<file path="src/design/scd_pkg.sv">
// Constants, code tables, carriers and helpers for the special-character codec.
// Assumes 10-bit transmission characters ordered abcdei fghj, bit a at bit 9.
package scd_pkg;

  // Register byte offsets
  localparam logic [11:0] SCD_OFF_CTRL = 12'h000;
  localparam logic [11:0] SCD_OFF_STATUS = 12'h004;
  localparam logic [11:0] SCD_OFF_IRQ_STAT = 12'h008;
  localparam logic [11:0] SCD_OFF_IRQ_MASK = 12'h00C;

  // Field positions
  localparam int SCD_CTRL_FREN_BIT = 0;
  localparam int SCD_CTRL_MARK_LSB = 4;
  localparam int SCD_ST_TX_RD_BIT = 0;
  localparam int SCD_ST_RX_RD_BIT = 1;
  localparam int SCD_ST_LOCK_BIT = 2;
  localparam int SCD_ST_PEND_BIT = 3;
  localparam int SCD_ST_OFF_LSB = 8;
  localparam int SCD_IRQ_W = 5;
  localparam int SCD_IRQ_CODE_BIT = 0;
  localparam int SCD_IRQ_DISP_BIT = 1;
  localparam int SCD_IRQ_CTL_BIT = 2;
  localparam int SCD_IRQ_ALIGN_BIT = 3;
  localparam int SCD_IRQ_RESV_BIT = 4;

  // Reset values
  localparam logic SCD_FREN_RST = 1'b1;
  localparam logic [3:0] SCD_MARK_RST = 4'h1;
  localparam logic [4:0] SCD_IRQ_MASK_RST = 5'h00;

  // Special codes as seen on the host byte
  localparam logic [7:0] SCD_C_EOF = 8'h22;
  localparam logic [7:0] SCD_C_VIOL = 8'hE0;
  localparam logic [7:0] SCD_C_NEGK = 8'hE1;
  localparam logic [7:0] SCD_C_POSK = 8'hE2;
  localparam logic [7:0] SCD_C_RDERR = 8'hE4;

  // Negative-disparity forms; positive forms are the bitwise complement, but balanced data blocks other than D7 and .3 have one form
  localparam logic [9:0] SCD_K285_NEG = 10'h0FA;
  localparam logic [9:0] SCD_C07_NEG = 10'h278;
  localparam logic [9:0] SCD_C47_NEG = 10'h375;
  localparam int SCD_NUM_K = 12;
  localparam logic [3:0] SCD_K285_IDX = 4'h5;
  localparam logic [9:0] SCD_KT [SCD_NUM_K] = '{10'h0F4, 10'h0F9, 10'h0F5, 10'h0F3,
    10'h0F2, 10'h0FA, 10'h0F6, 10'h0F8, 10'h3A8, 10'h368, 10'h2E8, 10'h1E8};
  localparam logic [5:0] SCD_T6 [32] = '{6'h27, 6'h1D, 6'h2D, 6'h31, 6'h35, 6'h29,
    6'h19, 6'h38, 6'h39, 6'h25, 6'h15, 6'h34, 6'h0D, 6'h2C, 6'h1C, 6'h17, 6'h1B,
    6'h23, 6'h13, 6'h32, 6'h0B, 6'h2A, 6'h1A, 6'h3A, 6'h33, 6'h26, 6'h16, 6'h36,
    6'h0E, 6'h2E, 6'h1E, 6'h2B};
  localparam logic [3:0] SCD_T4 [8] = '{4'hB, 4'h9, 4'h5, 4'hC, 4'hD, 4'hA, 4'h6, 4'hE};
  localparam logic [3:0] SCD_A7 = 4'h7;

  typedef enum logic {SCD_FR_HUNT = 1'b0, SCD_FR_LOCK = 1'b1} scd_frame_e;

  typedef struct packed {
    logic valid;
    logic special_select;
    logic violation_send;
    logic cell_start;
    logic [7:0] data;
  } scd_tx_req_s;

  typedef struct packed {
    logic valid;
    logic special_flag;
    logic violation_flag;
    logic cell_start_flag;
    logic [7:0] data;
  } scd_rx_ind_s;

  // Running disparity after a character, 1 = positive
  function automatic logic scd_rd_after(input logic rd, input logic [9:0] ch);
    int n6;
    int n4;
    logic m;
    n6 = $countones(ch[9:4]);
    n4 = $countones(ch[3:0]);
    m = (n6 > 3) ? 1'b1 : ((n6 < 3) ? 1'b0 : rd);
    return (n4 > 2) ? 1'b1 : ((n4 < 2) ? 1'b0 : m);
  endfunction

  function automatic logic [9:0] scd_by_rd(input logic [9:0] neg, input logic rd);
    return rd ? ~neg : neg;
  endfunction

endpackage

</file>
<file path="src/design/scd_enc.sv">
// Data character 8B/10B encoder, combinational.
// Assumes the caller holds running disparity and updates it.
`timescale 1ns/1ps
module scd_enc
  import scd_pkg::*;
(
  input wire logic [7:0] data_in,
  input wire logic rd_in,
  output logic [9:0] code_out
);

  logic [4:0] x;
  logic [2:0] y;
  logic [5:0] six;
  logic [3:0] four;
  logic rd_mid;
  logic alt;

  always_comb
  begin
    x = data_in[4:0];
    y = data_in[7:5];
    six = SCD_T6[x];
    if (rd_in && (($countones(six) != 3) || (x == 5'd7)))
    begin
      six = ~six;
    end
    rd_mid = ($countones(six) == 3) ? rd_in : ($countones(six) > 3);
    // Alternate .7 avoids a run of five equal bits
    alt = (y == 3'd7) && ((!rd_mid && ((x == 5'd17) || (x == 5'd18) || (x == 5'd20))) ||
          (rd_mid && ((x == 5'd11) || (x == 5'd13) || (x == 5'd14))));
    four = alt ? SCD_A7 : SCD_T4[y];
    if (rd_mid && (($countones(four) != 2) || (y == 3'd3) || (y == 3'd7)))
    begin
      four = ~four;
    end
    code_out = {six, four};
  end

endmodule // scd_enc

</file>
<file path="src/design/scd_codec.sv">
// Special-character encode and decode around an 8B/10B link, with APB registers.
// Assumes one transmission character per clock each way and a synchronous host.
//
// The implementer's own choices: the address map and the APB interface to the registers.
`timescale 1ns/1ps
// What this block does
// - Special meaning applies when transmit select or receive special flag is high.
// - C4.7 sends the disparity violation pattern chosen by current disparity.
// - Received control characters other than K28.5 at correct disparity are discarded and raise cell-start plus special flags.
// - Receiver aligns character framing on K28.5 in the incoming stream.
// - Without user data the transmitter sends K28.5 fill.
// - Received fill K28.5 is dropped and never written onward.
// - C2.1 sends K28.5 in the form chosen by running disparity.
// - C0.7 sends a code violation, same as asserting violation-send.
// - Receiver reports C0.7 only for characters found in no table.
// - C1.7 sends negative K28.5 regardless of disparity.
// - Negative K28.5 at positive disparity decodes to C1.7, else handled normally.
// - C2.7 sends positive K28.5 regardless of disparity.
// - Positive K28.5 at negative disparity decodes to C2.7, else handled normally.
// - Valid characters other than K28.5 with wrong disparity decode to C4.7.
module scd_codec
  import scd_pkg::*;
(
  input wire logic clk_in,
  input wire logic rst_in,
  input wire logic apb_psel_in,
  input wire logic apb_penable_in,
  input wire logic apb_pwrite_in,
  input wire logic [11:0] apb_paddr_in,
  input wire logic [31:0] apb_pwdata_in,
  output logic [31:0] apb_prdata_out,
  output logic apb_pready_out,
  output logic apb_pslverr_out,
  output logic irq_out,
  input wire scd_tx_req_s tx_req_in,
  output logic [9:0] tx_char_out,
  input wire logic rx_word_valid_in,
  input wire logic [9:0] rx_word_in,
  output scd_rx_ind_s rx_ind_out
);

  logic [9:0] tx_char_r, tx_char_nxt, tx_enc_code;
  logic rd_tx_r, rd_tx_nxt, lsb_pend_r, lsb_pend_nxt, ev_resv;
  logic [7:0] tx_enc_data;
  logic [3:0] mark_idx;
  logic [9:0] rx_prev_r, rx_prev_nxt, cand, rx_char, rx_reenc;
  logic [19:0] win;
  logic [3:0] off_r, off_nxt, comma_pos, off_use, k_idx;
  logic comma_hit, k_hit, k_pos, x_hit, y_hit, d_ok, rx_proc;
  logic [4:0] x_val;
  logic [2:0] y_val;
  logic rd_rx_r, rd_rx_nxt;
  scd_frame_e fr_state_r, fr_state_nxt;
  scd_rx_ind_s ind_r, ind_nxt;
  logic ev_code, ev_disp, ev_ctl, ev_align;
  logic fren_r, fren_nxt;
  logic [3:0] mark_r, mark_nxt;
  logic [4:0] irq_stat_r, irq_stat_nxt, irq_mask_r, irq_mask_nxt, ev_vec;
  logic [31:0] prdata_r, prdata_nxt, rmux;
  logic addr_ok, apb_access, apb_wr;

  scd_enc u_tx_enc (
    .data_in(tx_enc_data),
    .rd_in(rd_tx_r),
    .code_out(tx_enc_code)
  );

  scd_enc u_rx_enc (
    .data_in({y_val, x_val}),
    .rd_in(rd_rx_r),
    .code_out(rx_reenc)
  );

  // Transmit character selection
  always_comb
  begin
    mark_idx = (mark_r < 4'(SCD_NUM_K)) ? mark_r : 4'h0;
    tx_enc_data = tx_req_in.data;
    if (lsb_pend_r)
    begin
      tx_enc_data[0] = ~rd_tx_r;
    end
    tx_char_nxt = scd_by_rd(SCD_K285_NEG, rd_tx_r);
    lsb_pend_nxt = lsb_pend_r;
    ev_resv = 1'b0;
    if (tx_req_in.valid)
    begin
      lsb_pend_nxt = 1'b0;
      if (tx_req_in.special_select)
      begin
        case (tx_req_in.data)
          SCD_C_EOF:
          begin
            tx_char_nxt = scd_by_rd(SCD_K285_NEG, rd_tx_r);
            lsb_pend_nxt = 1'b1;
          end
          SCD_C_VIOL: tx_char_nxt = scd_by_rd(SCD_C07_NEG, rd_tx_r);
          SCD_C_NEGK: tx_char_nxt = SCD_K285_NEG;
          SCD_C_POSK: tx_char_nxt = ~SCD_K285_NEG;
          SCD_C_RDERR: tx_char_nxt = scd_by_rd(SCD_C47_NEG, rd_tx_r);
          default:
          begin
            if ((tx_req_in.data[7:4] == 4'h0) && (tx_req_in.data[3:0] < 4'(SCD_NUM_K)))
            begin
              tx_char_nxt = scd_by_rd(SCD_KT[tx_req_in.data[3:0]], rd_tx_r);
            end
            else
            begin
              // Reserved code goes out as a violation and is flagged
              tx_char_nxt = scd_by_rd(SCD_C07_NEG, rd_tx_r);
              ev_resv = 1'b1;
            end
          end
        endcase
      end
      else if (tx_req_in.violation_send)
      begin
        tx_char_nxt = scd_by_rd(SCD_C07_NEG, rd_tx_r);
      end
      else if (tx_req_in.cell_start)
      begin
        tx_char_nxt = scd_by_rd(SCD_KT[mark_idx], rd_tx_r);
      end
      else
      begin
        tx_char_nxt = tx_enc_code;
      end
    end
    rd_tx_nxt = scd_rd_after(rd_tx_r, tx_char_nxt);
  end

  // Receive framing and decode
  always_comb
  begin
    win = {rx_prev_r, rx_word_in};
    cand = '0;
    comma_hit = 1'b0;
    comma_pos = off_r;
    for (int k = 9; k >= 0; k--)
    begin
      cand = 10'(win >> (10 - k));
      if (rx_word_valid_in && fren_r && ((cand == SCD_K285_NEG) || (cand == ~SCD_K285_NEG)))
      begin
        comma_hit = 1'b1;
        comma_pos = 4'(k);
      end
    end
    off_use = comma_hit ? comma_pos : off_r;
    rx_char = 10'(win >> (4'd10 - off_use));
    k_hit = 1'b0;
    k_pos = 1'b0;
    k_idx = 4'h0;
    for (int i = 0; i < SCD_NUM_K; i++)
    begin
      if ((rx_char == SCD_KT[i]) || (rx_char == ~SCD_KT[i]))
      begin
        k_hit = 1'b1;
        k_idx = 4'(i);
        k_pos = (rx_char != SCD_KT[i]);
      end
    end
    x_hit = 1'b0;
    x_val = 5'h00;
    for (int x = 0; x < 32; x++)
    begin
      // A balanced block other than D7 has one form; its complement is another code
      if ((rx_char[9:4] == SCD_T6[x]) || ((rx_char[9:4] == ~SCD_T6[x]) &&
          (($countones(SCD_T6[x]) != 3) || (x == 7))))
      begin
        x_hit = 1'b1;
        x_val = 5'(x);
      end
    end
    y_hit = (rx_char[3:0] == SCD_A7) || (rx_char[3:0] == ~SCD_A7);
    y_val = y_hit ? 3'd7 : 3'd0;
    for (int y = 0; y < 8; y++)
    begin
      if ((rx_char[3:0] == SCD_T4[y]) || ((rx_char[3:0] == ~SCD_T4[y]) &&
          (($countones(SCD_T4[y]) != 2) || (y == 3) || (y == 7))))
      begin
        y_hit = 1'b1;
        y_val = 3'(y);
      end
    end
    d_ok = x_hit && y_hit;
    rx_proc = rx_word_valid_in && ((fr_state_r == SCD_FR_LOCK) || comma_hit);
    ind_nxt = '0;
    ev_code = 1'b0;
    ev_disp = 1'b0;
    ev_ctl = 1'b0;
    if (rx_proc)
    begin
      if (k_hit && (k_idx == SCD_K285_IDX))
      begin
        if (k_pos != rd_rx_r)
        begin
          ind_nxt.valid = 1'b1;
          ind_nxt.special_flag = 1'b1;
          ind_nxt.data = k_pos ? SCD_C_POSK : SCD_C_NEGK;
        end
      end
      else if (k_hit && (k_pos == rd_rx_r))
      begin
        ind_nxt.cell_start_flag = 1'b1;
        ind_nxt.special_flag = 1'b1;
        ind_nxt.data = {4'h0, k_idx};
        ev_ctl = 1'b1;
      end
      else if (d_ok && (rx_reenc == rx_char))
      begin
        ind_nxt.valid = 1'b1;
        ind_nxt.data = {y_val, x_val};
      end
      else if (k_hit || d_ok)
      begin
        ind_nxt.valid = 1'b1;
        ind_nxt.special_flag = 1'b1;
        ind_nxt.violation_flag = 1'b1;
        ind_nxt.data = SCD_C_RDERR;
        ev_disp = 1'b1;
      end
      else
      begin
        ind_nxt.valid = 1'b1;
        ind_nxt.special_flag = 1'b1;
        ind_nxt.violation_flag = 1'b1;
        ind_nxt.data = SCD_C_VIOL;
        ev_code = 1'b1;
      end
    end
    rd_rx_nxt = rx_proc ? scd_rd_after(rd_rx_r, rx_char) : rd_rx_r;
    rx_prev_nxt = rx_word_valid_in ? rx_word_in : rx_prev_r;
    off_nxt = rx_word_valid_in ? off_use : off_r;
    ev_align = comma_hit && ((comma_pos != off_r) || (fr_state_r == SCD_FR_HUNT));
    case (fr_state_r)
      SCD_FR_HUNT: fr_state_nxt = (comma_hit || !fren_r) ? SCD_FR_LOCK : SCD_FR_HUNT;
      SCD_FR_LOCK: fr_state_nxt = SCD_FR_LOCK;
      default: fr_state_nxt = SCD_FR_HUNT;
    endcase
  end

  // APB registers and interrupt status
  always_comb
  begin
    addr_ok = (apb_paddr_in == SCD_OFF_CTRL) || (apb_paddr_in == SCD_OFF_STATUS) ||
              (apb_paddr_in == SCD_OFF_IRQ_STAT) || (apb_paddr_in == SCD_OFF_IRQ_MASK);
    apb_access = apb_psel_in && apb_penable_in;
    apb_wr = apb_access && apb_pwrite_in && addr_ok;
    rmux = '0;
    case (apb_paddr_in)
      SCD_OFF_CTRL:
      begin
        rmux[SCD_CTRL_FREN_BIT] = fren_r;
        rmux[SCD_CTRL_MARK_LSB +: 4] = mark_r;
      end
      SCD_OFF_STATUS:
      begin
        rmux[SCD_ST_TX_RD_BIT] = rd_tx_r;
        rmux[SCD_ST_RX_RD_BIT] = rd_rx_r;
        rmux[SCD_ST_LOCK_BIT] = (fr_state_r == SCD_FR_LOCK);
        rmux[SCD_ST_PEND_BIT] = lsb_pend_r;
        rmux[SCD_ST_OFF_LSB +: 4] = off_r;
      end
      SCD_OFF_IRQ_STAT: rmux[SCD_IRQ_W-1:0] = irq_stat_r;
      SCD_OFF_IRQ_MASK: rmux[SCD_IRQ_W-1:0] = irq_mask_r;
      default: rmux = '0;
    endcase
    prdata_nxt = (apb_psel_in && !apb_penable_in) ? rmux : prdata_r;
    fren_nxt = fren_r;
    mark_nxt = mark_r;
    irq_mask_nxt = irq_mask_r;
    ev_vec = '0;
    ev_vec[SCD_IRQ_CODE_BIT] = ev_code;
    ev_vec[SCD_IRQ_DISP_BIT] = ev_disp;
    ev_vec[SCD_IRQ_CTL_BIT] = ev_ctl;
    ev_vec[SCD_IRQ_ALIGN_BIT] = ev_align;
    ev_vec[SCD_IRQ_RESV_BIT] = ev_resv;
    irq_stat_nxt = irq_stat_r;
    if (apb_wr && (apb_paddr_in == SCD_OFF_CTRL))
    begin
      fren_nxt = apb_pwdata_in[SCD_CTRL_FREN_BIT];
      mark_nxt = apb_pwdata_in[SCD_CTRL_MARK_LSB +: 4];
    end
    if (apb_wr && (apb_paddr_in == SCD_OFF_IRQ_MASK))
    begin
      irq_mask_nxt = apb_pwdata_in[SCD_IRQ_W-1:0];
    end
    if (apb_wr && (apb_paddr_in == SCD_OFF_IRQ_STAT))
    begin
      irq_stat_nxt = irq_stat_r & ~apb_pwdata_in[SCD_IRQ_W-1:0];
    end
    // New events win over a same-cycle clear
    irq_stat_nxt = irq_stat_nxt | ev_vec;
  end

  always_ff @(posedge clk_in)
  begin
    if (rst_in)
    begin
      tx_char_r <= SCD_K285_NEG;
      rd_tx_r <= 1'b0;
      lsb_pend_r <= 1'b0;
      rx_prev_r <= '0;
      off_r <= '0;
      rd_rx_r <= 1'b0;
      fr_state_r <= SCD_FR_HUNT;
      ind_r <= '0;
      fren_r <= SCD_FREN_RST;
      mark_r <= SCD_MARK_RST;
      irq_stat_r <= '0;
      irq_mask_r <= SCD_IRQ_MASK_RST;
      prdata_r <= '0;
    end
    else
    begin
      tx_char_r <= tx_char_nxt;
      rd_tx_r <= rd_tx_nxt;
      lsb_pend_r <= lsb_pend_nxt;
      rx_prev_r <= rx_prev_nxt;
      off_r <= off_nxt;
      rd_rx_r <= rd_rx_nxt;
      fr_state_r <= fr_state_nxt;
      ind_r <= ind_nxt;
      fren_r <= fren_nxt;
      mark_r <= mark_nxt;
      irq_stat_r <= irq_stat_nxt;
      irq_mask_r <= irq_mask_nxt;
      prdata_r <= prdata_nxt;
    end
  end

  assign tx_char_out = tx_char_r;
  assign rx_ind_out = ind_r;
  assign apb_prdata_out = prdata_r;
  assign apb_pready_out = 1'b1;
  assign apb_pslverr_out = apb_access && !addr_ok;
  assign irq_out = |(irq_stat_r & irq_mask_r);
endmodule // scd_codec

</file>
<file path="config.mk">
export PLATFORM = sky130hd
export DESIGN_NAME = scd_codec
export DESIGN_NICKNAME = d
export VERILOG_FILES = /design/src/design/scd_pkg.sv /design/src/design/scd_enc.sv /design/src/design/scd_codec.sv
export SDC_FILE = /design/constraint.sdc
export NUM_CORES = 1
export LEC_CHECK = 0
export BUFFER_PORTS_ARGS = -buffer_cell sky130_fd_sc_hd__buf_2
export CAP_MARGIN = 20
export CORE_ASPECT_RATIO = 1.1
export CORE_MARGIN = 5
export CORE_UTILIZATION = 55
export CTS_CLUSTER_DIAMETER = 120
export CTS_CLUSTER_SIZE = 12
export DETAILED_ROUTE_END_ITERATION = 16
export GPL_TIMING_DRIVEN = 1
export PLACE_DENSITY_LB_ADDON = 0.15
export REMOVE_ABC_BUFFERS = 1
export SLEW_MARGIN = 5
export SYNTH_ARGS = -nofsm -noshare
export SYNTH_HDL_FRONTEND = slang
export SYNTH_HIERARCHICAL = 1
export SYNTH_SLANG_ARGS = --single-unit
</file>
<file path="constraint.sdc">
create_clock -name clk_in -period 14.3 [get_ports clk_in]
set_input_delay 0 -clock clk_in [delete_from_list [all_inputs] [get_ports clk_in]]
set_output_delay 0 -clock clk_in [all_outputs]
set_load 0.05 [all_outputs]
</file>
==> results.md <==
- Core Util, Final: 61.3%
- Routed wire length: 27,400 um
- CTS clk-pin slew, worst paths: 0.06 ns
- Die X: 136 um
- Gr ovfl total: 0
- Slew HR: 33.9%
- Post-synth ARST share: 0%
- Synth-to-Final Area Change: 8.85%
- Kind of critical path: register to register
- First drt pass iteration count: 8
- Flops & latches, synth: 67
- Most frequent cells in the layout: nor2_1 (122), nand2_1 (91), buf_2 (83)
- Final RePlAce weighted congestion: 0.968
- Worst r2r path cells: 53
- FILL cells: 1,601
- Die area: 20,300 sq um
- Routed Antenna Nets: 0
- Fin area: 10,500 sq um
- Layout cell share with drive strength beyond 1: 18.0%
- Max IR drop VDD: 0.0000863 V
- Rows: 50
- Commonest non-fill, non-tap cell in the layout: nor2_1
- CP Data Required Time: 14.54 ns
- Antenna violations before repair: 0
- Hold depth: 3
- CTS Sinks: 67
- Startpoint Class: register
- Pleak: 4.30 nW
- Core ar.: 17,100 sq um
- Crit end category: register
- DP Wirelength: 20,900 um
- Slowest-stage cell, CP: fa_1
- Final setup vio count: 0
- Vias per inst: 6.25
- Number of synthesized flops with an enable pin: 0
- Slowest Stage Delay on Critical Path: 0.57 ns
- Storage element area: 1340 sq um
- Die Span Y: 149 um
- Largest net degree at the start of global routing: 58
- Maximum clock path buffer count: 2
- Root Buffer: clkbuf_16
- Worst path bufs/invs: 11
- Post-Syn Instances: 1,266
- Diode count: 0
- Hold Crit Class: primary input to register
- Final Hold Fails: 0
- Sequential area share after synthesis: 13.9%
- Most frequent CP cell: inv_1
- CTS tree: yes
- Area fraction of the dominant cell type after synthesis: 13.9%
- Vias in the first global route: 8,789
- Yosys warns: 6
- Initial Util: 56.3%
- Synth cell types: 122
- DRC: 0
- Final Skew: 0.0122 ns
- Top FF cell, synth: dfxtp_1
- Status: complete, no violations
- Max Fclk: 74.2 MHz
- First-pass GRT wire length: 44,300 um
- Slew Limit Fails: 0
- Worst slew pin tran: 0.991 ns
- Iteration-0 DRC Markers: 943
- Top cell type by total area after synthesis: dfxtp_1
- Total CTS buffers: 9
- Final min period: 13.48 ns
- Synthesized area: 9650 sq um
- Avg Inst Size Synth: 7.62 sq um
- Worst Path Max Fanout: 16
- # H-tree levels: 3
- Tot Pwr: 1.03 mW
- Vias after detailed routing: 9,682
- Power density over cell area: 98.5 nW/um^2
- Crit path DAT: 13.72 ns
- Max-capacitance violation count: 0
- Top cells by area, synth: dfxtp_1 (14%), ha_1 (6.2%), mux2i_1 (5.6%)
- Crit path max-delay family: adder cells
- IO Count: 129
- Critical Path Stages: 53
- Overall Global Routing Usage: 26.1%
- Final #Nets: 1,449
- Placed cell areas: 10,000 sq um
- Post-DR wirelength/cell: 17.7 um
- Number of I/O port buffers: 83
- Multi-input gate area: 7570 sq um
- Fin crit share: 94.3%
- Clock Latency Late Sink: 0.34 ns
[worst min-delay path, delay by kind of cell]
| kind | cells | cell delay [ns] |
|---|---|---|
| muxes | 1 | 0.09 |
| buffers and inverters | 1 | 0.17 |
| and+or+nand+nor | 1 | 0.07 |
[layer usage]
layer / GRT usage, % / part of all wire (%) / vias up
met5: 0 / 0 / -
met4: 7.91 / 2.5 / 0
met3: 3.00 / 5.9 / 56
met2: 42.8 / 47 / 381
met1: 35.9 / 44 / 4498
li1: - / - / 4747
[where the power goes]
part	internal, mW	leakage [nW]	switching (mW)
registers	0.197	0.545	0.00580
clock network	0.117	0.129	0.0834
logic	0.246	3.63	0.385
[sequential cells by signal, summed over array words and instances (netlist names)]
| register | flops |
|---|---|
| fr_state_r | 1 |
| irq_mask_r | 5 |
| tx_char_out | 10 |
| lsb_pend_r | 1 |
| rx_ind_out | 12 |
| off_r | 4 |
| mark_r | 4 |
| cand | 10 |
| irq_stat_r | 5 |
| apb_prdata_out | 12 |
| rd_rx_r | 1 |
| rd_tx_r | 1 |
| fren_r | 1 |
[area by class of cell]
| cell class | instances | share of cell area (%) |
|---|---|---|
| clock buffers | 10 | 2.18 |
| inverters | 66 | 2.44 |
| multi-input cells | 1041 | 72.1 |
| repair buffers | 127 | 7.36 |
| well taps | 234 | 2.79 |
| flip-flops and latches | 67 | 12.8 |
| clock inverters | 5 | 0.369 |
[cell families (layout without fill, tap and decap cells)]
group	count (synthesis)	count (layout)	synth area share [%]
flip-flops	67	67	13.9
buffers and inverters	177	208	8.88
AND/OR/NAND/NOR	492	492	28.1
other	2	21	0.0779
multiplexers	82	82	9.57
AO/OA/AOI/OAI	341	341	25.9
XOR/XNOR	40	40	3.79
adder cells (fa/ha/maj)	65	65	9.75
[repair_timing]
| item | 4_1_cts | 5_1_grt |
|---|---|---|
| endpoints found under the hold margin | 14 | 0 |
| resized for setup | 0 | 14 |
| buffers inserted | 0 | 5 |
| hold buffers | 11 | 0 |
| endpoints found under the setup margin | 0 | 11 |
[synthesized netlist by cell type (all sizes together) (6+ instances only)]
| library cell | instances |
|---|---|
| buf | 65 |
| inv | 63 |
| nand2b | 22 |
| a2111oi | 6 |
| dfxtp | 67 |
| a211oi | 7 |
| or3 | 13 |
| a221oi | 8 |
| o32ai | 8 |
| a221o | 6 |
| nor4 | 18 |
| nand3b | 9 |
| o211ai | 17 |
| a211o | 8 |
| nor2 | 127 |
| mux4 | 6 |
| o22ai | 20 |
| nand2 | 93 |
| mux2 | 22 |
| nor4b | 11 |
| clkbuf | 46 |
| ha | 48 |
| a31oi | 21 |
| nand4 | 13 |
| nand3 | 30 |
| or2 | 14 |
| o22a | 7 |
| xor2 | 11 |
| nor3b | 8 |
| fa | 17 |
| mux2i | 54 |
| nor2b | 23 |
| and2 | 14 |
| or4 | 9 |
| o31ai | 9 |
| xnor2 | 29 |
| a22oi | 21 |
| nor3 | 48 |
| a21o | 9 |
| o21ai | 62 |
| a21oi | 73 |
| and3 | 13 |
| nand4b | 8 |
[stage by stage]
step,std cells,TNS (ns),hold slack (ns),setup WS [ns]
after detailed placement,1519,0,0.241,0.199
after CTS,1545,0,0.0237,0.136
after floorplan,1174,-12.66,0.0691,-1.24
after global routing,1550,-0.0362,0.0851,-0.0248
final,1550,0,0.0336,0.819
after global placement,1519,0,0.241,0.547
[final timing paths]
kind / end / slack, ns / from
max: rx_ind_out[6] / 0.82 / cand[4]
min: cand[3] / 0.03 / rx_word_in[3]
max reg2reg: rx_ind_out[6] / 0.82 / cand[4]
min reg2reg: apb_prdata_out[0] / 0.48 / apb_prdata_out[0]
Power figures use the tool's default switching activity.
